<file path="src/core/wsc_pkg.sv">
// Constants and types of the sector write command handler.
package wsc_pkg;

    // Task-file register selects on the register port.
    localparam logic [2:0] REG_DATA     = 3'h0;
    localparam logic [2:0] REG_FEATURE  = 3'h1;  // feature_input on write, error_report on read
    localparam logic [2:0] REG_COUNT    = 3'h2;
    localparam logic [2:0] REG_LOW      = 3'h3;
    localparam logic [2:0] REG_MID      = 3'h4;
    localparam logic [2:0] REG_HIGH     = 3'h5;
    localparam logic [2:0] REG_DEVICE   = 3'h6;
    localparam logic [2:0] REG_COMMAND  = 3'h7;  // command_opcode on write, status_report on read

    // The lowest opcode bit only asks for retries and is masked off.
    localparam logic [7:0] OPC_WRITE_SECTORS = 8'h30;
    localparam logic [7:0] OPC_RETRY_MASK    = 8'hfe;

    // Device register fields.
    localparam int DEV_MODE_BIT = 6;
    localparam int DEV_HEAD_MSB = 3;

    // Status register bit positions.
    localparam int ST_BUSY  = 7;
    localparam int ST_READY = 6;
    localparam int ST_FAULT = 5;
    localparam int ST_SEEK  = 4;
    localparam int ST_DRQ   = 3;
    localparam int ST_ERR   = 0;

    // Error register bit positions.
    localparam int ER_ID_NOT_FOUND = 4;
    localparam int ER_ABORTED      = 2;

    // Transfer sizes.
    localparam int          WORD_W           = 16;
    localparam int          FIFO_DEPTH       = 4;
    localparam logic [8:0]  ZERO_COUNT_SECTORS = 9'h100;
    localparam int          SECTOR_WORD_BITS = 8;  // 256 words of 16 bits per sector

    // Geometry used to step a cylinder/head/sector address.
    localparam logic [7:0] SECTORS_PER_TRACK = 8'h3f;
    localparam logic [3:0] LAST_HEAD         = 4'hf;

    // Values after reset.
    localparam logic [7:0] COUNT_RESET  = 8'h01;
    localparam logic [7:0] LOW_RESET    = 8'h01;
    localparam logic [7:0] MID_RESET    = 8'h00;
    localparam logic [7:0] HIGH_RESET   = 8'h00;
    localparam logic [7:0] ERROR_RESET  = 8'h00;

    typedef enum logic [1:0] {
        WSC_IDLE,
        WSC_XFER,
        WSC_FLUSH
    } wsc_state_t;

endpackage : wsc_pkg

</file>
<file path="src/core/wsc_fifo.sv">
// Word FIFO between the host data port and the media path.
module wsc_fifo #(
    parameter int WIDTH = 16,
    parameter int DEPTH = 4
) (
    input  wire logic             core_clk,  // system clock
    input  wire logic             reset,     // asynchronous, active high
    input  wire logic             flush,     // discards every stored word
    input  wire logic             in_valid,  // word offered
    output logic                  in_ready,  // room for a word
    input  wire logic [WIDTH-1:0] in_data,   // word in
    output logic                  out_valid, // head word present
    input  wire logic             out_ready, // consumer takes head word
    output logic [WIDTH-1:0]      out_data   // head word
);
    localparam int CW = $clog2(DEPTH + 1);

    logic [WIDTH-1:0] slot [DEPTH];
    logic [CW-1:0]    count;
    logic [CW-1:0]    next_count;
    logic             push;
    logic             pop;
    logic [CW-1:0]    wr_pos;

    assign push     = in_valid && in_ready;
    assign pop      = out_valid && out_ready;
    assign wr_pos   = CW'(count - CW'(pop));
    assign out_data = slot[0];

    always_comb begin
        if (flush) begin
            next_count = '0;
        end else begin
            next_count = CW'(count + CW'(push) - CW'(pop));
        end
    end

    // Slot 0 is the head, so the output word always comes from a register.
    always_ff @(posedge core_clk or posedge reset) begin
        if (reset) begin
            for (int i = 0; i < DEPTH; i++) begin
                slot[i] <= '0;
            end
        end else begin
            for (int i = 0; i < DEPTH; i++) begin
                if (push && CW'(i) == wr_pos) begin
                    slot[i] <= in_data;
                end else if (pop && i + 1 < DEPTH) begin
                    slot[i] <= slot[i + 1];
                end
            end
        end
    end

    always_ff @(posedge core_clk or posedge reset) begin
        if (reset) begin
            count     <= '0;
            in_ready  <= 1'b1;
            out_valid <= 1'b0;
        end else begin
            count     <= next_count;
            in_ready  <= next_count < CW'(DEPTH);
            out_valid <= next_count != '0;
        end
    end

endmodule : wsc_fifo

</file>
<file path="src/core/wsc_handler.sv">
// Task-file registers and sequencing for the single-byte-count sector write command.

module wsc_handler
    import wsc_pkg::*;
(
    input  wire logic               core_clk,            // system clock, 50 MHz
    input  wire logic               reset,               // asynchronous, active high
    input  wire logic [2:0]         tf_addr,             // task-file register select
    input  wire logic               tf_write,            // write strobe, one cycle
    input  wire logic               tf_read,             // read strobe, one cycle
    input  wire logic [WORD_W-1:0]  tf_wdata,            // write data, bytes in low lane
    output logic [WORD_W-1:0]       tf_rdata,            // read data, one cycle after strobe
    output logic                    data_request,        // device wants sector words
    output logic                    data_ready,          // buffer has room for a word
    output logic                    busy,                // command in progress, no data wanted
    output logic                    cmd_done,            // pulse when a command ends
    output logic [WORD_W-1:0]       media_word,          // word toward the media path
    output logic                    media_valid,         // media_word is valid
    input  wire logic               media_ready,         // media path takes the word
    output logic [27:0]             media_address,       // address of the sector in work
    output logic                    media_lba_mode,      // address form of media_address
    input  wire logic               media_done,          // pulse: current sector finished
    input  wire logic               media_uncorrectable, // with media_done: write failed
    input  wire logic               media_id_missing,    // with media_done: sector not found
    input  wire logic               media_fault,         // level: device fault
    input  wire logic               auto_reassign        // level: reassignment enabled
);

    wsc_state_t  state;
    wsc_state_t  next_state;

    logic [7:0]  feature_input;
    logic [7:0]  sector_count;
    logic [7:0]  address_low;
    logic [7:0]  address_mid;
    logic [7:0]  address_high;
    logic        lba_mode;
    logic [3:0]  head_field;
    logic [7:0]  error_report;
    logic        status_err;
    logic        status_fault;

    logic [8:0]  sectors_left;
    logic [16:0] words_left;
    logic [16:0] next_words_left;

    logic        cmd_write;
    logic        is_write_opcode;
    logic        start;
    logic        abort_cmd;
    logic        word_push;
    logic        sector_ok;
    logic        sector_fail;
    logic        id_fail;
    logic        last_sector;
    logic        fifo_flush;
    logic [27:0] cur_address;

    // Steps a sector address by one in either address form.
    function automatic logic [27:0] step_address(input logic       lba,
                                                 input logic [27:0] a);
        logic [7:0]  sec;
        logic [3:0]  head;
        logic [15:0] cyl;
        sec  = a[7:0];
        cyl  = a[23:8];
        head = a[27:24];
        if (lba) begin
            return 28'(a + 28'h1);
        end
        if (sec >= SECTORS_PER_TRACK) begin
            sec = 8'h01;
            if (head == LAST_HEAD) begin
                head = 4'h0;
                cyl  = 16'(cyl + 16'h1);
            end else begin
                head = 4'(head + 4'h1);
            end
        end else begin
            sec = 8'(sec + 8'h1);
        end
        return {head, cyl, sec};
    endfunction : step_address

    assign cur_address     = {head_field, address_high, address_mid, address_low};
    assign cmd_write       = tf_write && tf_addr == REG_COMMAND && state == WSC_IDLE;
    assign is_write_opcode = (tf_wdata[7:0] & OPC_RETRY_MASK) == OPC_WRITE_SECTORS;
    assign start           = cmd_write && is_write_opcode;
    assign abort_cmd       = cmd_write && !is_write_opcode;

    // A word is taken only while requested and the buffer has room.
    assign word_push = tf_write && tf_addr == REG_DATA && data_request && data_ready;

    assign id_fail     = state == WSC_XFER && media_done && media_id_missing;
    assign sector_fail = state == WSC_XFER && media_done && !media_id_missing
                         && media_uncorrectable && !auto_reassign;
    assign sector_ok   = state == WSC_XFER && media_done && !id_fail && !sector_fail;
    assign last_sector = sectors_left == 9'h001;
    assign fifo_flush  = state == WSC_FLUSH;

    always_comb begin
        next_words_left = words_left;
        if (start) begin
            next_words_left = {(sector_count == 8'h00) ? ZERO_COUNT_SECTORS
                                                      : {1'b0, sector_count},
                               SECTOR_WORD_BITS'(0)};
        end else if (id_fail || sector_fail) begin
            next_words_left = '0;
        end else if (word_push) begin
            next_words_left = 17'(words_left - 17'h1);
        end
    end

    always_comb begin
        next_state = state;
        case (state)
            WSC_IDLE: begin
                if (start) begin
                    next_state = WSC_XFER;
                end
            end
            WSC_XFER: begin
                if (id_fail || sector_fail) begin
                    next_state = WSC_FLUSH;
                end else if (sector_ok && last_sector) begin
                    next_state = WSC_IDLE;
                end
            end
            WSC_FLUSH: begin
                next_state = WSC_IDLE;
            end
            default: begin
                next_state = WSC_IDLE;
            end
        endcase
    end

    always_ff @(posedge core_clk or posedge reset) begin
        if (reset) begin
            state      <= WSC_IDLE;
            words_left <= '0;
        end else begin
            state      <= next_state;
            words_left <= next_words_left;
        end
    end

    // Handshake outputs; busy and data_request never show together.
    always_ff @(posedge core_clk or posedge reset) begin
        if (reset) begin
            data_request <= 1'b0;
            busy         <= 1'b0;
            cmd_done     <= 1'b0;
        end else begin
            data_request <= next_state == WSC_XFER && next_words_left != '0;
            busy         <= next_state != WSC_IDLE && next_words_left == '0;
            cmd_done     <= (state != WSC_IDLE && next_state == WSC_IDLE) || abort_cmd;
        end
    end

    // Parameter writes are ignored while a command runs.
    always_ff @(posedge core_clk or posedge reset) begin
        if (reset) begin
            feature_input <= 8'h00;
            lba_mode      <= 1'b0;
        end else if (tf_write && state == WSC_IDLE) begin
            if (tf_addr == REG_FEATURE) begin
                feature_input <= tf_wdata[7:0];
            end
            if (tf_addr == REG_DEVICE) begin
                lba_mode <= tf_wdata[DEV_MODE_BIT];
            end
        end
    end

    // Loaded by the host, then rewritten as sectors complete.
    always_ff @(posedge core_clk or posedge reset) begin
        if (reset) begin
            sector_count <= COUNT_RESET;
            address_low  <= LOW_RESET;
            address_mid  <= MID_RESET;
            address_high <= HIGH_RESET;
            head_field   <= 4'h0;
        end else if (state == WSC_IDLE) begin
            if (tf_write && tf_addr == REG_COUNT) begin
                sector_count <= tf_wdata[7:0];
            end
            if (tf_write && tf_addr == REG_LOW) begin
                address_low <= tf_wdata[7:0];
            end
            if (tf_write && tf_addr == REG_MID) begin
                address_mid <= tf_wdata[7:0];
            end
            if (tf_write && tf_addr == REG_HIGH) begin
                address_high <= tf_wdata[7:0];
            end
            if (tf_write && tf_addr == REG_DEVICE) begin
                head_field <= tf_wdata[DEV_HEAD_MSB:0];
            end
        end else if (sector_ok) begin
            sector_count <= 8'(sectors_left - 9'h001);
            if (!last_sector) begin
                {head_field, address_high, address_mid, address_low}
                    <= step_address(lba_mode, cur_address);
            end
        end else if (id_fail || sector_fail) begin
            // The failing sector is left in the address registers and still counted.
            sector_count <= sectors_left[7:0];
        end
    end

    always_ff @(posedge core_clk or posedge reset) begin
        if (reset) begin
            sectors_left <= '0;
        end else if (start) begin
            sectors_left <= (sector_count == 8'h00) ? ZERO_COUNT_SECTORS
                                                    : {1'b0, sector_count};
        end else if (sector_ok) begin
            sectors_left <= 9'(sectors_left - 9'h001);
        end
    end

    // Only the not-found and aborted error bits are ever raised.
    always_ff @(posedge core_clk or posedge reset) begin
        if (reset) begin
            error_report <= ERROR_RESET;
            status_err   <= 1'b0;
        end else if (start) begin
            error_report <= ERROR_RESET;
            status_err   <= 1'b0;
        end else if (abort_cmd || sector_fail) begin
            error_report[ER_ABORTED] <= 1'b1;
            status_err               <= 1'b1;
        end else if (id_fail) begin
            error_report[ER_ID_NOT_FOUND] <= 1'b1;
            status_err                    <= 1'b1;
        end
    end

    always_ff @(posedge core_clk or posedge reset) begin
        if (reset) begin
            status_fault <= 1'b0;
        end else begin
            status_fault <= media_fault;
        end
    end

    always_ff @(posedge core_clk or posedge reset) begin
        if (reset) begin
            media_address  <= '0;
            media_lba_mode <= 1'b0;
        end else begin
            media_address  <= cur_address;
            media_lba_mode <= lba_mode;
        end
    end

    // Register reads; corrected-data and index always read as zero.
    always_ff @(posedge core_clk or posedge reset) begin
        if (reset) begin
            tf_rdata <= '0;
        end else if (tf_read) begin
            tf_rdata <= '0;
            case (tf_addr)
                REG_FEATURE: tf_rdata[7:0] <= error_report;
                REG_COUNT:   tf_rdata[7:0] <= sector_count;
                REG_LOW:     tf_rdata[7:0] <= address_low;
                REG_MID:     tf_rdata[7:0] <= address_mid;
                REG_HIGH:    tf_rdata[7:0] <= address_high;
                REG_DEVICE:  tf_rdata[7:0] <= {1'b0, lba_mode, 2'b00, head_field};
                REG_COMMAND: begin
                    tf_rdata[ST_BUSY]  <= busy;
                    tf_rdata[ST_READY] <= 1'b1;
                    tf_rdata[ST_FAULT] <= status_fault;
                    tf_rdata[ST_SEEK]  <= 1'b1;
                    tf_rdata[ST_DRQ]   <= data_request;
                    tf_rdata[ST_ERR]   <= status_err;
                end
                default: tf_rdata <= '0;
            endcase
        end
    end

    // The buffer is emptied in WSC_FLUSH after a failed sector; until then its words are still offered to the media.
    wsc_fifo #(
        .WIDTH (WORD_W),
        .DEPTH (FIFO_DEPTH)
    ) u_fifo (
        .core_clk  (core_clk),
        .reset     (reset),
        .flush     (fifo_flush),
        .in_valid  (word_push),
        .in_ready  (data_ready),
        .in_data   (tf_wdata),
        .out_valid (media_valid),
        .out_ready (media_ready),
        .out_data  (media_word)
    );

endmodule : wsc_handler

</file>
<file path="config.mk">
export PLATFORM = sky130hd
export DESIGN_NAME = wsc_handler
export DESIGN_NICKNAME = d
export VERILOG_FILES = /design/src/core/wsc_pkg.sv /design/src/core/wsc_fifo.sv /design/src/core/wsc_handler.sv
export SDC_FILE = /design/constraint.sdc
export NUM_CORES = 1
export LEC_CHECK = 0
export ABC_CLOCK_PERIOD_IN_PS = 11800
export BUFFER_PORTS_ARGS = -buffer_cell sky130_fd_sc_hd__clkbuf_2
export CORE_MARGIN = 2
export CORE_UTILIZATION = 59
export DETAILED_ROUTE_END_ITERATION = 12
export PLACE_DENSITY = 0.89
export SETUP_SLACK_MARGIN = 0.1
export SLEW_MARGIN = 20
export SYNTH_ARGS = -nofsm -noshare
export SYNTH_HDL_FRONTEND = slang
export SYNTH_SLANG_ARGS = --single-unit
</file>
<file path="constraint.sdc">
create_clock -name core_clk -period 11.8 [get_ports core_clk]
set_input_delay 2.95 -clock core_clk [delete_from_list [all_inputs] [get_ports core_clk]]
set_output_delay 2.95 -clock core_clk [all_outputs]
set_load 0.005 [all_outputs]
</file>
==> key figures, run 1 <==
Route
  • Average via count per standard cell: 6.42
  • Drt first pass iters: 5
  • Average detailed-routed wire length per instance: 18.7 um
  • Number of violations reported at the end of detailed-routing iteration 0: 1098
  • Total wirelength of the detailed-routed design: 21900 um
  • Residual DRC count: 0
  • Remaining antenna violation count after routing: 0
  • Count of vias placed by the detailed router: 7512

Clock network
  • Maximum root-to-sink buffer count: 2
  • CTS H-Tree Depth: 4
  • CTS Buf Count: 17
  • Clock Tree Root: sky130_fd_sc_hd__clkbuf_16
  • Gates resized, CTS repair: 0
  • Number of buffers added to fix hold violations after cts: 0
  • Post-CTS Setup Bufs: 0
  • Clock Latency Late Sink: about 0.45 ns
  • Clock tree from TritonCTS: built
  • Number of sinks driven by the clock tree: 178
  • Clock input transition at the sequential cells of the worst setup and hold paths: 0.07 ns

Synth
  • Commonest register cell after synthesis: sky130_fd_sc_hd__dfrtp_1
  • Number of enable flip-flop cells after synthesis: 0
  • Share of synthesized flip-flops with an asynchronous set or reset: 100%
  • Mean post-synth cell area: 9.75 um2
  • Cell area after synthesis: 9050 um2
  • Flop and latch count out of synthesis: 178
  • Instance count of the mapped netlist: 929
  • Yosys cell types: 70
  • Count of yosys warnings during synthesis: 0
  • Post-synthesis sequential area ratio: 49.2%

Critical path
  • Data arrival at the endpoint of the critical path: 5.90 ns
  • CP Data Required Time: ~12 ns
  • Sort of element at the end of the critical path: flop
  • Maximum fanout encountered on the critical timing path: slightly below 50
  • Crit path kind: input pin to flop
  • Startpoint kind of the worst setup timing path: input pin

STA
  • Setup Total Neg Slack: 0 ns
  • Final critical path time including I/O delays and setup: 5.58 ns
  • Setup Viol. Count Final: 0
  • Clock tree skew after final layout: 0.0215 ns
  • Final period util: 47.3%
  • Count of final max-slew check failures: 0
  • Slew at the pin with the worst max-slew slack: roughly 1.1 ns
  • Setup repair after global routing missed its margin: no
  • Final Hold Vio Count: 0
  • Maximum clock frequency: 0.179 GHz
  • Worst relative slew slack: 27.0%

Die
  • Vertical die dimension: 128 um
  • Total number of placement rows: 45
  • Die area: 16400 um2
  • Effective utilization at floorplan: 60.0%
  • Core Region: 15100 um2
  • Width of the die: 128 um
  • I/O Pins: 95

Placed design
  • Weighted congestion at the end of routability-driven global placement: 0.931
  • Total half-perimeter wirelength after legalization and detailed placement: ~14000 um
  • Input/output buffers: between 80 and 90

Global route
  • Antenna violations before repair: 0
  • Number of global-route vias before repair: 6876
  • Largest net degree at the start of global routing: 100
  • Total overflow reported by the global router: 0
  • Global-route total usage across every layer: approximately 28%
  • Wire length of the first global-routing pass: about 35000 um

Job
  • Max capacitance violation total: 0

Status
  • Outcome: finished clean

Power and ir drop
  • Power density relative to cell area: 165 nW/um2
  • Leakage power summed over all cells: roughly 4.8 nW
  • Worst IR drop on VDD: around 110 uV

Min path
  • Hold WC Path Type: flop to flop

Layout
  • Share of post-route cells with drive strength above 1: approximately 17%
  • Number of diodes added for antenna fixing: 0
  • Nets: approximately 1.0k
  • Post-layout utilization of the core: 66.5%
  • Post-synthesis to final-layout area growth: 10.8%
-- layer usage --
metal | share of wire (%) | vias to the layer above | wire length, um | track usage [%]
met5 | 0 | - | 0 | 0
li1 | - | 3399 | - | -
met3 | 9.6 | 87 | 2090 | 7.55
met1 | 41 | 3570 | 9070 | 37.9
met4 | 4.2 | 0 | 927 | 13.8
met2 | 45 | 456 | 9810 | 40.7
-- Yosys cell counts, drive strengths merged, types with 2 or more instances --
cell type,count,area [um2]
a211oi,3,22.5
a21o,2,15.0
a21oi,77,385
a22o,11,96.3
a22oi,8,60.1
a2bb2oi,2,17.5
a311oi,3,26.3
a31oi,8,50.1
a41oi,5,43.8
and2,6,37.5
and3,8,50.1
buf,35,245
clkbuf,42,158
dfrtp,175,4380
dfstp,3,78.8
ha,10,125
inv,24,90.1
mux2,26,293
mux2i,57,571
nand2,70,263
nand2b,5,31.3
nand3,28,140
nand3b,3,22.5
nand4,10,62.6
nand4b,3,26.3
nor2,102,385
nor2b,8,50.1
nor3,11,55.1
nor3b,2,15.0
nor4,12,75.1
nor4b,2,17.5
o2111ai,3,32.5
o211ai,5,37.5
o21ai,68,340
o22a,5,43.8
o22ai,10,62.6
o311ai,2,25.0
o31ai,12,90.1
o41ai,2,17.5
or2,6,37.5
or3,12,75.1
or4,6,48.8
xnor2,7,61.3
xor2,12,105
-- cells in the final DEF (no fill, tap or decap), types with 10 or more instances in the layout --
| master | synthesis | routed |
|---|---|---|
| sky130_fd_sc_hd__xor2_1 | 12 | 12 |
| sky130_fd_sc_hd__clkbuf_2 | 0 | 86 |
| sky130_fd_sc_hd__o22ai_1 | 10 | 10 |
| sky130_fd_sc_hd__mux2i_1 | 57 | 57 |
| sky130_fd_sc_hd__nor2_1 | 101 | 101 |
| sky130_fd_sc_hd__or3_1 | 12 | 12 |
| sky130_fd_sc_hd__mux2_2 | 26 | 26 |
| sky130_fd_sc_hd__dfrtp_1 | 175 | 175 |
| sky130_fd_sc_hd__a22o_1 | 11 | 11 |
| sky130_fd_sc_hd__inv_1 | 24 | 23 |
| sky130_fd_sc_hd__nand3_1 | 28 | 27 |
| sky130_fd_sc_hd__nand4_1 | 10 | 10 |
| sky130_fd_sc_hd__a21oi_1 | 77 | 77 |
| sky130_fd_sc_hd__ha_1 | 10 | 10 |
| sky130_fd_sc_hd__nor4_1 | 12 | 11 |
| sky130_fd_sc_hd__nor3_1 | 11 | 10 |
| sky130_fd_sc_hd__o31ai_1 | 12 | 12 |
| sky130_fd_sc_hd__nand2_1 | 70 | 69 |
| sky130_fd_sc_hd__o21ai_0 | 66 | 66 |
| sky130_fd_sc_hd__clkbuf_16 | 0 | 17 |
-- kinds of logic after synthesis --
group,synth area share (%)
multiplexers,9.78
XOR/XNOR,1.84
flip-flops,49.2
AND/OR/NAND/NOR,16.1
adder cells (fa/ha/maj),1.60
AO/OA/AOI/OAI,16.0
buffers and inverters,5.44
other,0.0414
-- layout make-up --
class | count | area [um2]
Inverter | 24 | 95.1
Fill cell | 1112 | 5060
Clock inverter | 13 | 171
Tap cell | 188 | 235
Timing Repair Buffer | 91 | 468
Multi-Input combinational cell | 657 | 4150
Sequential cell | 178 | 4460
Clock buffer | 19 | 453
-- through the flow --
stage	area, um2	total power, W	std cells	hold slack [ns]	worst slack (ns)
finish	10000	0.00166	1170	0.444	6.22
global route	10000	0.00172	1170	0.470	6.07
CTS	10000	0.00165	1170	0.449	6.17
detailed placement	9400	0.00106	1138	0.424	5.71
global placement	9400	0.00105	1138	0.419	5.91
floorplan	9080	0.000950	936	0.352	4.02
-- registers in the layout (all words and copies together), names as in the netlist, 2 cells and up --
| signal | count |
|---|---|
| address_high | 8 |
| address_low | 8 |
| address_mid | 8 |
| error_report | 2 |
| head_field | 4 |
| media_address | 28 |
| sector_count | 8 |
| sectors_left | 9 |
| state | 2 |
| tf_rdata | 8 |
| u_fifo.count | 3 |
| u_fifo.out_data | 16 |
| u_fifo.slot | 48 |
| words_left | 17 |
-- power by group --
part / leakage [nW] / total, W / switching [W] / internal (W)
sequential: 2.28 / 0.000777 / 0.0000892 / 0.000688
clock: 0.301 / 0.000594 / 0.000246 / 0.000348
combinational: 2.18 / 0.000285 / 0.000163 / 0.000122
total: 4.76 / 0.00166 / 0.000499 / 0.00116
-- worst max-delay path, cell delays in order --
cell                       delay (ns)
sky130_fd_sc_hd__clkbuf_2        0.08
sky130_fd_sc_hd__nand2_2         0.04
sky130_fd_sc_hd__buf_4           0.60
sky130_fd_sc_hd__inv_1           0.14
sky130_fd_sc_hd__ha_1            0.27
sky130_fd_sc_hd__ha_1            0.20
sky130_fd_sc_hd__xnor2_1         0.15
sky130_fd_sc_hd__nand2_1         0.11
sky130_fd_sc_hd__inv_1           0.12
sky130_fd_sc_hd__nand3_1         0.62
sky130_fd_sc_hd__mux2_2          0.55
-- final timing paths --
kind,from,slack (ns),endpoint,cells after the start
setup / recovery,media_ready,6.22,u_fifo.slot[3],11
min in group asynchronous,reset,2.70,u_fifo.out_data[13],2
setup reg to reg,u_fifo.out_valid,8.40,u_fifo.slot[3],10
max in group asynchronous,reset,7.63,address_mid[0],3
hold reg to reg,address_high[7],0.44,media_address[23],0
hold / removal,address_high[7],0.44,media_address[23],0
(Power assumes the default switching activity.)
==> run 2: changes to the inputs <==
--- a/config.mk
+++ b/config.mk
@@ -5,7 +5,8 @@
 export SDC_FILE = /design/constraint.sdc
 export NUM_CORES = 1
 export LEC_CHECK = 0
-export ABC_CLOCK_PERIOD_IN_PS = 11800
+export ABC_AREA = 1
+export ABC_CLOCK_PERIOD_IN_PS = 5800
 export BUFFER_PORTS_ARGS = -buffer_cell sky130_fd_sc_hd__clkbuf_2
 export CORE_MARGIN = 2
 export CORE_UTILIZATION = 59
==> constraint.sdc (replaced) <==
create_clock -name core_clk -period 5.8 [get_ports core_clk]
set_input_delay 1.45 -clock core_clk [delete_from_list [all_inputs] [get_ports core_clk]]
set_output_delay 1.45 -clock core_clk [all_outputs]
set_load 0.005 [all_outputs]
==> key figures, run 2 <==
STA
  • Clock tree skew after final layout: 0.0107 ns
  • Final period util: 61.2%
  • Worst relative slew slack: 24.3%
  • Count of final max-slew check failures: 0
  • Final critical path time including I/O delays and setup: about 3.6 ns
  • Setup Viol. Count Final: 0
  • Setup Total Neg Slack: 0 ns
  • Setup repair after global routing missed its margin: no
  • Final Hold Vio Count: 0
  • Maximum clock frequency: 0.281 GHz
  • Slew at the pin with the worst max-slew slack: 1.13 ns

Clock network
  • Gates resized, CTS repair: 0
  • Clock Tree Root: sky130_fd_sc_hd__clkbuf_16
  • Number of buffers added to fix hold violations after cts: 0
  • CTS H-Tree Depth: 4
  • Number of sinks driven by the clock tree: 178
  • Clock input transition at the sequential cells of the worst setup and hold paths: 0.08 ns
  • Post-CTS Setup Bufs: 0
  • CTS Buf Count: 17
  • Maximum root-to-sink buffer count: 2
  • Clock tree from TritonCTS: built
  • Clock Latency Late Sink: 0.45 ns

Route
  • Number of violations reported at the end of detailed-routing iteration 0: ~1.1k
  • Count of vias placed by the detailed router: 8408
  • Remaining antenna violation count after routing: 0
  • Average via count per standard cell: 5.96
  • Total wirelength of the detailed-routed design: approximately 24000 um
  • Average detailed-routed wire length per instance: 17.1 um
  • Residual DRC count: 0
  • Drt first pass iters: 8

Synth
  • Instance count of the mapped netlist: 1134
  • Largest area contributor in the netlist: sky130_fd_sc_hd__dfrtp_1
  • Yosys cell types: 48
  • Top-count cell post-synth: sky130_fd_sc_hd__nand2_1
  • Mean post-synth cell area: 8.23 um2
  • Flop and latch count out of synthesis: 178
  • Share of synthesized flip-flops with an asynchronous set or reset: 100%
  • Commonest register cell after synthesis: sky130_fd_sc_hd__dfrtp_1
  • Number of enable flip-flop cells after synthesis: 0
  • Top cells by count, synth: 184 x sky130_fd_sc_hd__nand2_1, 175 x sky130_fd_sc_hd__dfrtp_1, 151 x sky130_fd_sc_hd__nand3_1, 138 x sky130_fd_sc_hd__inv_1, 98 x sky130_fd_sc_hd__nor2_1
  • Post-synth top area share: a little under half
  • Cell area after synthesis: 9330 um2
  • Count of yosys warnings during synthesis: 0
  • Post-synthesis sequential area ratio: around 48%
  • Cells taking the most area after synthesis: sky130_fd_sc_hd__dfrtp_1 47%, sky130_fd_sc_hd__nand3_1 8.1%, sky130_fd_sc_hd__nand2_1 7.4%, sky130_fd_sc_hd__inv_1 5.6%, sky130_fd_sc_hd__o211ai_1 4.7%

Min path
  • Hold WC Path Type: flop to flop
  • Worst Min Path Start: address_high[4]
  • Endpoint, Worst Hold: media_address[20]
  • Worst Hold Depth: 0

Placed design
  • Input/output buffers: 86
  • Post-Place Cells: 1378
  • Total half-perimeter wirelength after legalization and detailed placement: 16500 um
  • Weighted congestion at the end of routability-driven global placement: 0.936

Critical path
  • Data arrival at the endpoint of the critical path: 3.90 ns
  • Maximum fanout encountered on the critical timing path: 49
  • Depth of the worst register-to-register path: 7
  • Startpoint kind of the worst setup timing path: input pin
  • Sort of element at the end of the critical path: flop
  • End of the worst register-to-register path: address_mid[6]
  • Beginning of the worst register-to-register path: state[0]
  • Flop2flop setup slack: 2.88 ns
  • Crit path kind: input pin to flop
  • CP Data Required Time: 6.14 ns

Power and ir drop
  • Cell-internal power: 0.00234 W
  • Power density relative to cell area: 342 nW/um2
  • Portion of total power attributed to the clock network: 34.5%
  • Worst IR drop on VDD: 281 uV
  • Share of total power in combinational logic: between 10% and 20%
  • Relative contribution of sequential cells to total power: 45.8%
  • Power dissipated by switching net loads: around 0.0012 W
  • Leakage power summed over all cells: 4.98 nW
  • Switching part of the total power: 33.9%

Global route
  • Number of global-route vias before repair: 7750
  • Antenna violations before repair: 0
  • Largest net degree at the start of global routing: roughly 180
  • Wire length of the first global-routing pass: 39600 um
  • Total overflow reported by the global router: 0
  • Global-route total usage across every layer: ~30%

Layout
  • Final non-filler cell total: 1410
  • Commonest cells after routing, fill and taps aside: 184 x sky130_fd_sc_hd__nand2_1, 175 x sky130_fd_sc_hd__dfrtp_1, 151 x sky130_fd_sc_hd__nand3_1
  • Top reg by flops: u_fifo.slot
  • Number of diodes added for antenna fixing: 0
  • Largest register FFs: 48
  • Post-synthesis to final-layout area growth: 10.9%
  • Largest registers: u_fifo.slot: 48 flops, media_address: 28 flops, words_left: 17 flops
  • Post-layout utilization of the core: 67.6%
  • Share of post-route cells with drive strength above 1: 14.8%
  • Nets: 1226
  • Most common cell after layout, fill and taps aside: sky130_fd_sc_hd__nand2_1

Job
  • Max capacitance violation total: 0

Status
  • Outcome: finished clean

Die
  • Width of the die: 130 um
  • Core Region: about 15000 um2
  • Total number of placement rows: 45
  • Die area: 16800 um2
  • I/O Pins: 95
  • Vertical die dimension: 130 um
  • Effective utilization at floorplan: about 61%
[run 2: changes by cell type after synthesis, sizes merged, moves of 13 or more]
cell,previous run,this run
nand3,28,156
inv,24,149
nand2,70,192
mux2i,57,0
o211ai,5,59
a21oi,77,34
mux2,26,0
clkbuf,42,22
nor2,102,115
[run 2: cells by family after synthesis]
group | Yosys count | synth area share (%)
AOI/OAI and AO/OA | 216 | 14.4
xor gates and xnor gates | 10 | 0.939
adders and majority gates | 11 | 1.56
buffers and inverters | 215 | 10.3
DFF | 178 | 47.8
other | 1 | 0.0402
and+or+nand+nor | 503 | 25.0
[run 2: final cells by class]
type	count	area, um2
flip-flops and latches	178	4460
multi-input cells	748	3940
well taps	211	264
repair buffers	92	488
clock inverters	14	196
clock buffers	18	439
fillers	1252	4970
inverters	149	563
[run 2: layer usage]
metal,up-vias,track usage [%],wire length [um],part of all wire (%)
met5,-,0,0,0
met4,0,12.8,687,2.9
met3,60,5.49,2100,8.7
met2,442,47.5,11300,47
met1,4019,41.6,10000,42
li1,3887,-,-,-
[run 2: how the worst max path moves through the flow]
stage	startpoint	to	slack [ns]	depth (start not counted)
finish	media_ready	u_fifo.slot[1]	2.25	10
floorplan	reset	address_high[0]	2.07	1
detailed placement	media_ready	u_fifo.slot[0]	1.87	10
global placement	media_ready	u_fifo.slot[9]	2.06	11
global route	media_ready	u_fifo.slot[0]	1.92	10
CTS	media_ready	u_fifo.slot[1]	2.24	10
[run 2: power by group through the flow]
stage | Clock [W] | Sequential (W) | Combinational, W
6_report | 0.00122 | 0.00162 | 0.000699
5_1_grt | 0.00128 | 0.00164 | 0.000789
3_5_place_dp | 0 | 0.00163 | 0.000677
4_1_cts | 0.00123 | 0.00161 | 0.000691
3_3_place_gp | 0 | 0.00163 | 0.000653
2_1_floorplan | 0 | 0.00158 | 0.000465
[run 2: critical path, stage by stage]
cell and delay [ns]:
sky130_fd_sc_hd__clkbuf_2 0.08, sky130_fd_sc_hd__nand2_1 0.05, sky130_fd_sc_hd__buf_4 0.40, sky130_fd_sc_hd__inv_1 0.11
sky130_fd_sc_hd__ha_1 0.27, sky130_fd_sc_hd__ha_1 0.23, sky130_fd_sc_hd__xor2_1 0.21, sky130_fd_sc_hd__nor3_1 0.18
sky130_fd_sc_hd__nand2_1 0.50, sky130_fd_sc_hd__o21ai_0 0.40
[run 2: per-stage QoR]
step | total power, W | hold WS [ns] | area, um2 | setup slack, ns
after global placement | 0.00228 | 0.415 | 9710 | 2.06
after global routing | 0.00371 | 0.452 | 10300 | 1.92
after CTS | 0.00353 | 0.437 | 10300 | 2.24
after floorplan | 0.00204 | 0.374 | 9360 | 2.07
after detailed placement | 0.00231 | 0.423 | 9710 | 1.87
final | 0.00354 | 0.436 | 10300 | 2.25
==> run 3: changes to the inputs <==
--- a/config.mk
+++ b/config.mk
@@ -5,8 +5,8 @@
 export SDC_FILE = /design/constraint.sdc
 export NUM_CORES = 1
 export LEC_CHECK = 0
-export ABC_AREA = 1
-export ABC_CLOCK_PERIOD_IN_PS = 5800
+export ABC_AREA = 0
+export ABC_CLOCK_PERIOD_IN_PS = 3400
 export BUFFER_PORTS_ARGS = -buffer_cell sky130_fd_sc_hd__clkbuf_2
 export CORE_MARGIN = 2
 export CORE_UTILIZATION = 59
==> constraint.sdc (replaced) <==
create_clock -name core_clk -period 3.4 [get_ports core_clk]
set_input_delay 0.85 -clock core_clk [delete_from_list [all_inputs] [get_ports core_clk]]
set_output_delay 0.85 -clock core_clk [all_outputs]
set_load 0.005 [all_outputs]
==> key figures, run 3 (synthesized netlist as in run 1, its figures left out) <==
Power and ir drop
  • Worst IR drop on VDD: between 300 and 400 uV
  • Leakage power summed over all cells: 4.88 nW
  • Power density relative to cell area: approximately 550 nW/um2

Critical path
  • Cell type group with the largest total delay on the critical path: simple AND/OR/NAND/NOR gates
  • Critical-path top delay cell: sky130_fd_sc_hd__nor4_1
  • CP Buf/Inv Count: 1
  • CP Data Required Time: roughly 3.7 ns
  • Cell chain of the critical path: nor4_1, nand4b_1, o41ai_1, a22oi_1, buf_4, o22ai_1, nor2_1, o22a_1
  • Crit path kind: flop to flop
  • Startpoint kind of the worst setup timing path: flop
  • Flop2flop setup slack: a little over 0.4 ns
  • Maximum fanout encountered on the critical timing path: 10
  • Biggest cell delay along the critical path: roughly 0.63 ns
  • Sort of element at the end of the critical path: flop
  • Data arrival at the endpoint of the critical path: 3.31 ns

Die
  • Width of the die: 128 um
  • Vertical die dimension: 128 um
  • Total number of placement rows: 45
  • Core Region: approximately 15000 um2
  • I/O Pins: between 90 and 100
  • Die area: 16400 um2
  • Effective utilization at floorplan: 60.0%

Layout
  • Largest registers: u_fifo.slot: 48 flops, media_address: 28 flops, words_left: 17 flops
  • Top reg by flops: u_fifo.slot
  • Largest register FFs: 48
  • Most common cell after layout, fill and taps aside: sky130_fd_sc_hd__dfrtp_1
  • Post-synthesis to final-layout area growth: 12.6%
  • Number of diodes added for antenna fixing: 0
  • Commonest cells after routing, fill and taps aside: 175 x sky130_fd_sc_hd__dfrtp_1, 101 x sky130_fd_sc_hd__nor2_1, 86 x sky130_fd_sc_hd__clkbuf_2
  • Post-layout utilization of the core: 67.6%
  • Share of post-route cells with drive strength above 1: about a fifth
  • Filler Cells Inserted: between 1k and 1.5k
  • Nets: just over 1k

Route
  • Number of violations reported at the end of detailed-routing iteration 0: 1139
  • Average via count per standard cell: 6.37
  • Residual DRC count: 0
  • Average detailed-routed wire length per instance: 18.9 um
  • Remaining antenna violation count after routing: 0
  • Count of vias placed by the detailed router: 7628
  • Drt first pass iters: 6
  • Total wirelength of the detailed-routed design: 22600 um

Clock network
  • Clock Tree Root: sky130_fd_sc_hd__clkbuf_16
  • CTS H-Tree Depth: 4
  • Clock Latency Late Sink: 0.44 ns
  • Number of buffers added to fix hold violations after cts: 0
  • Clock input transition at the sequential cells of the worst setup and hold paths: 0.07 ns
  • Maximum root-to-sink buffer count: 2
  • Post-CTS Setup Bufs: 0
  • Clock tree from TritonCTS: built
  • Gates resized, CTS repair: 0
  • CTS Buf Count: 17
  • Number of sinks driven by the clock tree: roughly 180

Placed design
  • Total half-perimeter wirelength after legalization and detailed placement: 15400 um
  • Weighted congestion at the end of routability-driven global placement: 0.943
  • Input/output buffers: 86

STA
  • Maximum clock frequency: 0.334 GHz
  • Setup Total Neg Slack: 0 ns
  • Final period util: 88.1%
  • Setup repair after global routing missed its margin: no
  • Clock tree skew after final layout: 0.0127 ns
  • Final Hold Vio Count: 0
  • Setup Viol. Count Final: 0
  • Final critical path time including I/O delays and setup: about 3 ns
  • Worst relative slew slack: 29.8%
  • Slew at the pin with the worst max-slew slack: between 1 and 1.5 ns
  • Count of final max-slew check failures: 0

Job
  • Max capacitance violation total: 0

Global route
  • Antenna violations before repair: 0
  • Total overflow reported by the global router: 0
  • Global-route total usage across every layer: 28.5%
  • Fraction of met3 tracks used by global routing: 5.72%
  • Wire length of the first global-routing pass: about 37000 um
  • Met1 Resource Use GR: 38.9%
  • Largest net degree at the start of global routing: 179
  • M2 GR Usage: 45.0%
  • Most Crowded Layer GR: met2
  • Number of global-route vias before repair: between 7k and 8k

Min path
  • Hold WC Path Type: flop to flop

Status
  • Outcome: finished clean
run 3: changes by cell type in the layout (fill, tap and decap cells not counted), moves of 11 or more:
cell / before / now
sky130_fd_sc_hd__a22o_1: 0 / 11
sky130_fd_sc_hd__inv_2: 11 / 0
sky130_fd_sc_hd__nand3_1: 151 / 28
sky130_fd_sc_hd__o31ai_1: 0 / 12
sky130_fd_sc_hd__o211ai_1: 59 / 5
sky130_fd_sc_hd__mux2_2: 0 / 26
sky130_fd_sc_hd__nor2_2: 12 / 1
sky130_fd_sc_hd__buf_4: 5 / 31
sky130_fd_sc_hd__a21oi_1: 31 / 77
sky130_fd_sc_hd__mux2i_1: 0 / 57
sky130_fd_sc_hd__nand2_1: 184 / 69
sky130_fd_sc_hd__or3_1: 0 / 12
sky130_fd_sc_hd__inv_1: 137 / 23
run 3: per-stage QoR:
stage / hold WS [ns] / total power [W] / instance area [um2] / std cells / setup slack [ns]
5_1_grt: 0.435 / 0.00587 / 10200 / 1197 / 0.158
2_1_floorplan: 0.352 / 0.00330 / 9090 / 936 / 0.125
4_1_cts: 0.422 / 0.00562 / 10200 / 1197 / 0.504
6_report: 0.432 / 0.00563 / 10200 / 1197 / 0.406
3_3_place_gp: 0.395 / 0.00366 / 9610 / 1165 / 0.178
3_5_place_dp: 0.404 / 0.00370 / 9610 / 1165 / 0.0615
run 3: report_power, final:
part	leakage (nW)	switching [W]	internal (W)	total, W
registers	2.28	0.000309	0.00239	0.00270
logic	2.31	0.000571	0.000436	0.00101
clock network	0.281	0.000893	0.00103	0.00192
total	4.88	0.00177	0.00385	0.00563
run 3: area by class of cell:
type | count | area [um2] | share of cell area (%)
Multi-Input combinational cell | 657 | 4140 | 40.6
Clock inverter | 15 | 155 | 1.52
Timing Repair Buffer | 118 | 683 | 6.70
Tap cell | 188 | 235 | 2.31
Clock buffer | 17 | 425 | 4.17
Sequential cell | 178 | 4460 | 43.7
Inverter | 24 | 93.8 | 0.920
run 3: worst register-to-register path: cells and delay by family (launching register included):
kind            cells  cell delay [ns]
compound gates      4             1.06
simple gates        3             1.14
buf+inv             1             0.20
flops               1             0.46
run 3: layer usage:
layer	vias up	wire, um	share of wire, %
li1	3444	-	-
met1	3682	9340	41
met2	425	10700	47
met3	77	1790	7.9
met4	0	752	3.3
met5	-	0	0
run 3: final timing paths:
| check | start | end | cells past startpoint |
|---|---|---|---|
| worst max-delay path | sectors_left[4] | address_mid[0] | 8 |
| worst min-delay path | address_high[7] | media_address[23] | 0 |
| worst max register to register | sectors_left[4] | address_mid[0] | 8 |
| worst min register to register | address_high[7] | media_address[23] | 0 |
| max in group asynchronous | reset | head_field[3] | 3 |
| min in group asynchronous | reset | u_fifo.out_valid | 3 |
